`src/rtl/bts_pkg.sv`:
```
package bts_pkg;
    localparam logic [3:0] OP_SET_BIT        = 4'h8;
    localparam logic [3:0] OP_TEST_SKIP_CLR  = 4'hb;
    localparam logic [3:0] OP_TEST_SKIP_SET  = 4'ha;
    localparam int         OPC_MSB           = 15;
    localparam int         BIT_MSB           = 11;
    localparam int         BIT_LSB           = 9;
    localparam int         ACC_POS           = 8;
    localparam int         FADR_MSB          = 7;
    localparam logic [7:0] INDEXED_MAX       = 8'h5f;
    localparam logic [7:0] ACCESS_SPLIT      = 8'h60;
    localparam logic [3:0] ACCESS_LOW_BANK   = 4'h0;
    localparam logic [3:0] ACCESS_HIGH_BANK  = 4'hf;
    localparam logic [3:0] BANK_SEL_RESET    = 4'h0;
    localparam logic [11:0] ADDR_RESET       = 12'h000;

    typedef enum logic [1:0] {
        BTS_IDLE  = 2'b00,
        BTS_EXEC  = 2'b01,
        BTS_SKIP1 = 2'b11,
        BTS_SKIP2 = 2'b10
    } bts_state_e;
endpackage : bts_pkg

```
`src/rtl/bts_core.sv`:
```
`timescale 1ns/1ps
module bts_core (
    input  wire logic                   clock_i,
    input  wire logic                   arst_n_i,
    input  wire logic                   instr_valid_i,
    input  wire logic [15:0]            instr_i,
    input  wire logic                   next_two_word_i,
    input  wire logic                   ext_set_en_i,
    input  wire logic [3:0]             bank_select_reg_i,
    input  wire logic [11:0]            index_base_i,
    input  wire logic [7:0]             rd_data_i,
    output logic                        busy_o,
    output logic [11:0]                 mem_addr_o,
    output logic                        mem_rd_o,
    output logic                        mem_wr_o,
    output logic [7:0]                  wr_data_o,
    output logic                        discard_o,
    output logic                        skip_o
);
    import bts_pkg::*;

    function automatic logic [11:0] resolve_addr(input logic acc, input logic [7:0] f,
                                                 input logic ext, input logic [3:0] bank,
                                                 input logic [11:0] base);
        logic [11:0] a;
        a = 12'h000;
        if (acc) begin
            a = {bank, f};
        end else if (ext && f <= INDEXED_MAX) begin
            a = 12'(base + {4'h0, f});
        end else if (f < ACCESS_SPLIT) begin
            a = {ACCESS_LOW_BANK, f};
        end else begin
            a = {ACCESS_HIGH_BANK, f};
        end
        return a;
    endfunction : resolve_addr

    bts_state_e  state_r, state_nxt;
    logic [15:0] op_r, op_nxt;
    logic        two_r, two_nxt;
    logic [11:0] addr_r, addr_nxt;
    logic        wr_r, wr_nxt;
    logic [7:0]  wd_r, wd_nxt;
    logic        skip_r, skip_nxt;
    logic        disc_r, disc_nxt;
    logic [2:0]  bsel;
    logic        tbit;
    logic [3:0]  opc;

    assign opc  = op_r[OPC_MSB -: 4];
    assign bsel = op_r[BIT_MSB:BIT_LSB];
    assign tbit = rd_data_i[bsel];

    always_comb begin
        state_nxt = state_r;
        op_nxt    = op_r;
        two_nxt   = two_r;
        addr_nxt  = addr_r;
        wr_nxt    = 1'b0;
        wd_nxt    = wd_r;
        skip_nxt  = 1'b0;
        disc_nxt  = 1'b0;
        case (state_r)
            BTS_IDLE: begin
                if (instr_valid_i && (instr_i[OPC_MSB -: 4] == OP_SET_BIT
                    || instr_i[OPC_MSB -: 4] == OP_TEST_SKIP_CLR
                    || instr_i[OPC_MSB -: 4] == OP_TEST_SKIP_SET)) begin
                    op_nxt    = instr_i;
                    addr_nxt  = resolve_addr(instr_i[ACC_POS], instr_i[FADR_MSB:0],
                                             ext_set_en_i, bank_select_reg_i, index_base_i);
                    state_nxt = BTS_EXEC;
                end
            end
            BTS_EXEC: begin
                two_nxt   = next_two_word_i;
                state_nxt = BTS_IDLE;
                if (opc == OP_SET_BIT) begin
                    wr_nxt = 1'b1;
                    wd_nxt = rd_data_i | (8'h01 << bsel);
                end else if ((opc == OP_TEST_SKIP_CLR && !tbit)
                          || (opc == OP_TEST_SKIP_SET && tbit)) begin
                    skip_nxt  = 1'b1;
                    disc_nxt  = 1'b1;
                    state_nxt = BTS_SKIP1;
                end
            end
            BTS_SKIP1: begin
                disc_nxt  = two_r;
                state_nxt = two_r ? BTS_SKIP2 : BTS_IDLE;
            end
            BTS_SKIP2: begin
                state_nxt = BTS_IDLE;
            end
            default: state_nxt = BTS_IDLE;
        endcase
    end

    always_ff @(posedge clock_i or negedge arst_n_i) begin
        if (!arst_n_i) begin
            state_r <= BTS_IDLE;
            op_r    <= 16'h0000;
            two_r   <= 1'b0;
            addr_r  <= ADDR_RESET;
            wr_r    <= 1'b0;
            wd_r    <= 8'h00;
            skip_r  <= 1'b0;
            disc_r  <= 1'b0;
        end else begin
            state_r <= state_nxt;
            op_r    <= op_nxt;
            two_r   <= two_nxt;
            addr_r  <= addr_nxt;
            wr_r    <= wr_nxt;
            wd_r    <= wd_nxt;
            skip_r  <= skip_nxt;
            disc_r  <= disc_nxt;
        end
    end

    assign busy_o     = (state_r != BTS_IDLE);
    assign mem_addr_o = addr_r;
    assign mem_rd_o   = (state_r == BTS_EXEC);
    assign mem_wr_o   = wr_r;
    assign wr_data_o  = wd_r;
    assign discard_o  = disc_r;
    assign skip_o     = skip_r;

    // decode and bit set checks
    chk_decode: assert property (@(posedge clock_i) disable iff (!arst_n_i)
        (state_r == BTS_IDLE && instr_valid_i && instr_i[OPC_MSB -: 4] == OP_SET_BIT)
        |=> state_r == BTS_EXEC ##1 mem_wr_o)
        else $error("bit set not decoded");
    chk_other_ignored: assert property (@(posedge clock_i) disable iff (!arst_n_i)
        (state_r == BTS_IDLE && !(instr_valid_i && (instr_i[OPC_MSB -: 4] == OP_SET_BIT
                                   || instr_i[OPC_MSB -: 4] == OP_TEST_SKIP_CLR
                                   || instr_i[OPC_MSB -: 4] == OP_TEST_SKIP_SET)))
        |=> !busy_o && $stable(mem_addr_o))
        else $error("foreign opcode taken");
    chk_set_writes_bit: assert property (@(posedge clock_i) disable iff (!arst_n_i)
        (state_r == BTS_EXEC && opc == OP_SET_BIT) |=> mem_wr_o && wr_data_o[$past(bsel)]
        && ((wr_data_o & ~(8'h01 << $past(bsel)))
            == ($past(rd_data_i) & ~(8'h01 << $past(bsel)))))
        else $error("set bit write wrong");
    chk_read_in_exec: assert property (@(posedge clock_i) disable iff (!arst_n_i)
        (state_r == BTS_IDLE && state_nxt == BTS_EXEC) |=> mem_rd_o && busy_o && !mem_wr_o)
        else $error("read cycle missing");
    chk_rd_one_cycle: assert property (@(posedge clock_i) disable iff (!arst_n_i)
        mem_rd_o |=> !mem_rd_o)
        else $error("read longer than one cycle");
    chk_set_no_skip: assert property (@(posedge clock_i) disable iff (!arst_n_i)
        (state_r == BTS_EXEC && opc == OP_SET_BIT) |=> !skip_o && !discard_o && !busy_o)
        else $error("bit set took a skip");
    chk_write_pulse: assert property (@(posedge clock_i) disable iff (!arst_n_i)
        mem_wr_o |=> !mem_wr_o)
        else $error("write longer than one cycle");
    chk_write_addr: assert property (@(posedge clock_i) disable iff (!arst_n_i)
        mem_wr_o |-> mem_addr_o == $past(mem_addr_o))
        else $error("write address moved");

    // address resolution checks
    chk_access_bank: assert property (@(posedge clock_i) disable iff (!arst_n_i)
        (state_r == BTS_IDLE && state_nxt == BTS_EXEC && !instr_i[ACC_POS]
         && (!ext_set_en_i || instr_i[FADR_MSB:0] > INDEXED_MAX))
        |=> mem_addr_o[7:0] == $past(instr_i[FADR_MSB:0])
        && mem_addr_o[11:8] == ($past(instr_i[FADR_MSB:0]) < ACCESS_SPLIT
                                ? ACCESS_LOW_BANK : ACCESS_HIGH_BANK))
        else $error("access bank address wrong");
    chk_bank_sel: assert property (@(posedge clock_i) disable iff (!arst_n_i)
        (state_r == BTS_IDLE && state_nxt == BTS_EXEC && instr_i[ACC_POS])
        |=> mem_addr_o == {$past(bank_select_reg_i), $past(instr_i[FADR_MSB:0])})
        else $error("bank select address wrong");
    chk_indexed: assert property (@(posedge clock_i) disable iff (!arst_n_i)
        (state_r == BTS_IDLE && state_nxt == BTS_EXEC && !instr_i[ACC_POS] && ext_set_en_i
         && instr_i[FADR_MSB:0] <= INDEXED_MAX)
        |=> mem_addr_o == 12'($past(index_base_i) + {4'h0, $past(instr_i[FADR_MSB:0])}))
        else $error("indexed address wrong");

    // bit test and skip checks
    chk_clr_skip: assert property (@(posedge clock_i) disable iff (!arst_n_i)
        (state_r == BTS_EXEC && opc == OP_TEST_SKIP_CLR) |=> skip_o == !$past(tbit))
        else $error("skip if clear wrong");
    chk_no_skip_done: assert property (@(posedge clock_i) disable iff (!arst_n_i)
        (state_r == BTS_EXEC && ((opc == OP_TEST_SKIP_CLR && tbit)
                              || (opc == OP_TEST_SKIP_SET && !tbit)))
        |=> !skip_o && !discard_o && !busy_o)
        else $error("skip taken without cause");
    chk_set_skip: assert property (@(posedge clock_i) disable iff (!arst_n_i)
        (state_r == BTS_EXEC && opc == OP_TEST_SKIP_SET) |=> skip_o == $past(tbit))
        else $error("skip if set wrong");
    chk_test_no_write: assert property (@(posedge clock_i) disable iff (!arst_n_i)
        (state_r == BTS_EXEC && opc != OP_SET_BIT) |=> !mem_wr_o)
        else $error("bit test wrote memory");

    // discard sequence and busy hold checks
    chk_skip_pulse: assert property (@(posedge clock_i) disable iff (!arst_n_i)
        skip_o |-> discard_o && busy_o ##1 !skip_o)
        else $error("skip pulse wrong");
    chk_skip_two_word: assert property (@(posedge clock_i) disable iff (!arst_n_i)
        (skip_o && two_r) |=> discard_o ##1 !discard_o)
        else $error("two word skip wrong");
    chk_two_word_busy: assert property (@(posedge clock_i) disable iff (!arst_n_i)
        (skip_o && two_r) |=> busy_o ##1 !busy_o)
        else $error("two word skip length wrong");
    chk_skip_one_word: assert property (@(posedge clock_i) disable iff (!arst_n_i)
        (skip_o && !two_r) |=> !discard_o && !busy_o)
        else $error("one word skip wrong");
    chk_discard_bounded: assert property (@(posedge clock_i) disable iff (!arst_n_i)
        discard_o ##1 discard_o |=> !discard_o)
        else $error("more than two words discarded");
    chk_busy_holds: assert property (@(posedge clock_i) disable iff (!arst_n_i)
        busy_o |=> $stable(op_r) && $stable(mem_addr_o))
        else $error("request taken while busy");

    cov_set: cover property (@(posedge clock_i) disable iff (!arst_n_i) mem_wr_o);
    cov_skip1: cover property (@(posedge clock_i) disable iff (!arst_n_i) skip_o && !two_r);
    cov_skip2: cover property (@(posedge clock_i) disable iff (!arst_n_i) state_r == BTS_SKIP2);
    cov_noskip: cover property (@(posedge clock_i) disable iff (!arst_n_i)
        state_r == BTS_EXEC && opc != OP_SET_BIT ##1 !skip_o);
    cov_indexed: cover property (@(posedge clock_i) disable iff (!arst_n_i)
        state_r == BTS_IDLE && state_nxt == BTS_EXEC && !instr_i[ACC_POS] && ext_set_en_i
        && instr_i[FADR_MSB:0] <= INDEXED_MAX);
endmodule : bts_core

```
`config.mk`:
```
export PLATFORM = sky130hd
export DESIGN_NAME = bts_core
export DESIGN_NICKNAME = d
export VERILOG_FILES = /design/src/rtl/bts_pkg.sv /design/src/rtl/bts_core.sv
export SDC_FILE = /design/constraint.sdc
export NUM_CORES = 1
export LEC_CHECK = 0
export BUFFER_PORTS_ARGS = -buffer_cell sky130_fd_sc_hd__buf_2
export CAP_MARGIN = 15
export CORE_MARGIN = 1.5
export CORE_UTILIZATION = 49
export DETAILED_ROUTE_END_ITERATION = 6
export PLACE_DENSITY = 0.79
export SLEW_MARGIN = 40
export SYNTH_ARGS = -nofsm -noshare
export SYNTH_HDL_FRONTEND = slang
export SYNTH_SLANG_ARGS = --single-unit
```
`constraint.sdc`:
```
create_clock -name clock_i -period 2.5 [get_ports clock_i]
set_clock_uncertainty 0.1 [all_clocks]
set_input_delay 0.375 -clock clock_i [delete_from_list [all_inputs] [get_ports clock_i]]
set_output_delay 0.375 -clock clock_i [all_outputs]
set_load 0.01 [all_outputs]
```
* Yosys cells after proc, flatten, opt, wreduce, memory -nomap -nowiden
Index checks and enable logic that the tools add are counted. Widths: inputs -> output; s select.
Operators by class: equal/unequal tests 10, $lt $le $gt $ge 3, reduce and logical (&&, ||, !) cells 12, muxes and demuxes 16, add/sub/neg operators 1, bitwise logic cells 1, shifts and indexed selects 1
Operators with widths (number):
- $mux 12 | 3
- $eq 4x4->1 const B | 6
- $add 12x8->12 | 1
- $le 8x7->1 const B | 1
- $lt 8x7->1 const B | 1
- $mux 2 | 4
- $or 8x8->8 | 1
- $pmux 2 s4 | 1
- $shl 1x3->8 const A | 1
- $mux 1 | 6
- $eq 2x2->1 const B | 2
- $logic_and 1x1->1 | 4
- $lt 3x4->1 const B | 1
- $reduce_and 2->1 | 2
- $bmux 1 s3 | 1
- $logic_or 1x1->1 | 3
- $eq 2x1->1 const B | 1
- $logic_not 2->1 | 1
- $ne 2x2->1 const B | 1
- $pmux 1 s2 | 1
- $reduce_bool 2->1 | 1
- $logic_not 1->1 | 1
Word-level totals: logic and storage cells 52, output and inout bits 25, flip-flop bits (word level) 42, input port bits 45

* Depth between registers and ports, before layout
word-level depth 8, gate-level depth with buffers 9, depth with buffers taken out 9

* Worst setup path before layout
No wires, ideal clock.
kind input-to-reg, start input instr_i[0], end register addr_r[10] (netlist: mem_addr_o[10]), path slack 0.421 ns, data required time 2.317 ns, buffers on the path 0, arrival 1.896 ns, library setup time 0.083 ns, stages on the path 9, path through ha_1 inv_1 fa_1 nor2b_1 o2111ai_1 a32oi_1 nand3_1 xor2_1 o21ai_0
On the way: word-level cells in the longest chain between the ends 4, elaborated cells between the ends (all ways) 7, classes of those cells add/sub: 1; order compare: 2; mux: 3; reduce/logical: 1
RTL lines:
- start, declared | line bts_core.sv:6 | input wire logic [15:0] instr_i,
- $lt 8x7->1 / $le 8x7->1 (equally long branches) | line bts_core.sv:31, bts_core.sv:29
- $mux 12 / $logic_and 1x1->1 (equally long branches) | line bts_core.sv:31, bts_core.sv:29
- $mux 12 * | line bts_core.sv:29 | end else if (ext && f <= INDEXED_MAX) begin
- $mux 12 * | line bts_core.sv:27 | if (acc) begin
- end signal, assigned | line bts_core.sv:113 | addr_r <= addr_nxt;
- end, declared | line bts_core.sv:42 | logic [11:0] addr_r, addr_nxt;
Mark *: on every way between the ends. The rest lies on a longest branch, timed or not. A chain may end at the register's enable or synchronous reset.

* Final worst setup path
Ends and elaborated chain as after synthesis.

==> results.py <==
metrics = {
    "run_status": {
        "status": "finished, final reports clean",
    },
    "die": {
        "num_rows": 22,
        "die_w_um": 65.14,
        "initial_core_util": 0.5129,
        "die_y_um": 65.14,
        "io_pins": 70,
        "die_area_mm2": 0.004243,
        "coreArea_mm2": 0.003689,
    },
    "grt": {
        "grt_max_degree": 34,
        "antenna_found_initial": 0,
        "overflow": 0,
        "grt_pass1_vias": 1627,
        "grtUsageTotal": 0.2067,
        "grt_pass1_wl_um": 6789,
    },
    "placed_design": {
        "hpwl_um": 3056,
        "place_ws_ns": 0.1126,
        "portBuffers": 69,
        "gp_congestion": 0.8043,
    },
    "clocking": {
        "clkLatencyLatePin_ns": 0.27,
        "htree_levels": 2,
        "cts_buffers": 5,
        "cts_tree": "yes",
        "cts-root-buf": "clkbuf_8",
        "clock-sinks": 33,
        "clockBufferDepth": 2,
        "post_cts_resize_count": 0,
        "postCtsSetupBuffers": 0,
        "path_clk_slew_ns": 0.07,
        "hold_buffers": 0,
    },
    "synthesis": {
        "muxShareOfSynthArea": 0.09656,
        "synth_top_family_by_area": "compound AO/OA/AOI/OAI gates",
        "yosysUniqueCellTypes": 42,
        "synth_fa_ha_area_frac": 0.06349,
        "synth-simple-area-share": 0.1356,
        "netlist_area_mm2": 0.001892,
        "syn-instance-count": 190,
        "synth-xor-area-share": 0.04630,
        "ys_warn_count": 0,
        "yosysSeqAreaShare": 0.4365,
        "avgSynthCellArea_um2": 9.957,
        "synth_seq_cells": 33,
        "syn_nets": 244,
        "synth_compound_area_frac": 0.1746,
    },
    "final_layout": {
        "n_fill_cell": 334,
        "ff_latch_area_um2": 825.8,
        "drive_gt1_frac": 0.3410,
        "fin_nets": 314,
        "diodes": 0,
        "syn_to_final_growth_pct": 23.48,
        "multi_input_area_um2": 977.2,
    },
    "detailed_routing": {
        "ant_nets": 0,
        "drt_iter0_drc": 129,
        "drc": 0,
        "first_pass_iters": 4,
        "vias": 1637,
        "viasPerCell": 5.298,
        "drt-wirelength-per-cell_um": 12.45,
        "totalWireLength_um": 3846,
    },
    "power": {
        "pwr_density_cell_mw_per_mm2": 698.1,
        "peakVddDrop_mv": 0.2846,
        "p_leak_uw": 0.001195,
    },
    "timing": {
        "maxSlewViolCount": 0,
        "fin_tns_setup_ns": 0,
        "finalHoldViolCount": 0,
        "period_minus_slack_ns": 2.137,
        "finalWorstSetupSlack_ns": 0.3629,
        "setup_violations": 0,
        "relSlewSlack": 0.5280,
        "rsz0062_at_grt": "no",
        "period_share": 0.8548,
        "tightest_slew_ns": 0.7080,
        "max_freq_ghz": 0.4679,
    },
    "worst_setup_path": {
        "crit_type": "in2reg",
        "worstSetupEndpointType": "register",
        "crit_path_start_kind": "primary input",
        "crit_arrival_ns": 2.24,
        "crit_fanout": 3,
        "cp_data_required_time_ns": 2.60,
    },
    "worst_hold_path": {
        "hold_path_class": "in2async",
    },
    "flow_run": {
        "drv_cap": 0,
    },
}
## cell usage after synthesis (all sizes together)
cell     number  area [µm²]
dfrtp        33       825.8
nand2        24       90.09
o21ai        23       115.1
inv          10       37.54
a21oi         9       45.04
ha            8       100.1
a31oi         7       43.79
mux2i         7       70.07
mux2          6       67.56
nor2          6       25.03
xor2          6       52.55
buf           5       43.79
nand2b        5       31.28
a21o          4       30.03
xnor2         4       35.03
a22oi         3       22.52
nand3         3       15.01
a31o          2       17.52
and2          2       12.51
clkbuf        2       7.510
mux4          2       45.04
nand3b        2       15.01
or2           2       15.02
a211o         1       8.760
a211oi        1       7.510
a21boi        1       7.510
a32oi         1       8.760
and2b         1       7.510
fa            1       20.02
nand4         1       6.260
nor2b         1       6.260
nor3          1       5.000
nor3b         1       12.51
nor4b         1       8.760
o2111ai       1       8.760
o211ai        1       7.510
o21a          1       7.510
or3           1       6.260
## cells by family (layout without fill, tap and decap cells)
group                      Yosys count  after routing
buffers and inverters               17             88
xor gates and xnor gates            10             10
AOI/OAI and AO/OA                   55             55
and+or+nand+nor                     51             51
adders and majority gates            9              9
muxes                               15             15
DFF                                 33             33
## path summary, 6_finish.rpt
| kind | startpoint | cells past startpoint | slack (ns) | to |
|---|---|---|---|---|
| max | instr_i[0] | 10 | 0.36 | mem_addr_o[10]$_DFFE_PN0P_ |
| min | arst_n_i | 1 | 0.05 | op_r[15]$_DFFE_PN0P_ |
| max reg2reg | op_r[9]$_DFFE_PN0P_ | 5 | 0.49 | state_r[0]$_DFFE_PN0P_ |
| min reg2reg | op_r[15]$_DFFE_PN0P_ | 1 | 0.37 | op_r[15]$_DFFE_PN0P_ |
| max in group asynchronous | arst_n_i | 1 | 1.80 | wr_data_o[3]$_DFFE_PN0P_ |
| min in group clock_i | instr_i[10] | 2 | 0.23 | op_r[10]$_DFFE_PN0P_ |
## sequential cells by signal (all words and copies together) (netlist names)
signal      flops
skip_o          1
state_r         2
wr_data_o       8
mem_wr_o        1
two_r           1
discard_o       1
mem_addr_o     12
op_r            7
## power breakdown
group / internal, µW / switching [µW] / total [µW] / leakage, µW
logic: 240 / 266 / 507 / 0.000742
registers: 666 / 86.3 / 753 / 0.000407
clock network: 193 / 179 / 372 / 0.0000450
## per-stage QoR
step | total power (µW) | cells | utilization | hold slack [ns] | cell area, µm²
after global placement | 1256 | 301 | 0.6109 | 0.3501 | 2253
after floorplan | 1068 | 190 | - | -0.02059 | 1892
final | 1631 | 309 | 0.6333 | 0.04955 | 2336
after global routing | 1745 | 309 | 0.6333 | 0.1088 | 2336
after detailed placement | 1276 | 301 | 0.6109 | 0.3579 | 2253
after CTS | 1646 | 309 | 0.6333 | 0.07090 | 2336
## worst max-delay path, cell delays in order
cell       delay (ns)
buf_2            0.09
ha_1             0.19
inv_1            0.07
fa_1             0.40
nor2b_1          0.20
o2111ai_1        0.18
a32oi_1          0.32
nand3_1          0.13
xor2_1           0.15
o21ai_0          0.14
## cell type report
| class | instances | area share |
|---|---|---|
| well taps | 48 | 0.02571 |
| clock buffers | 6 | 0.03107 |
| flip-flops and latches | 33 | 0.3535 |
| clock inverters | 2 | 0.004285 |
| multi-input cells | 140 | 0.4183 |
| inverters | 10 | 0.01607 |
| repair buffers | 70 | 0.1510 |
## metal layers
layer,vias up,global-route usage,wire (µm)
met1,757,0.2534,1695
met2,55,0.3634,1884
met3,7,0.03082,200
li1,818,-,-
met5,-,0,0
met4,0,0.08854,65
## cells in the final DEF (no fill, tap or decap), types with 4 or more instances in the layout
master and instances:
buf_2 69, dfrtp_1 33, nand2_1 24, o21ai_0 21
inv_1 10, a21oi_1 9, ha_1 8, mux2i_1 7
a31oi_1 7, xor2_1 6, mux2_2 6, nor2_1 5
nand2b_1 5, clkbuf_8 5, a21o_1 4, xnor2_1 4
Power figures use the tool's default switching activity.
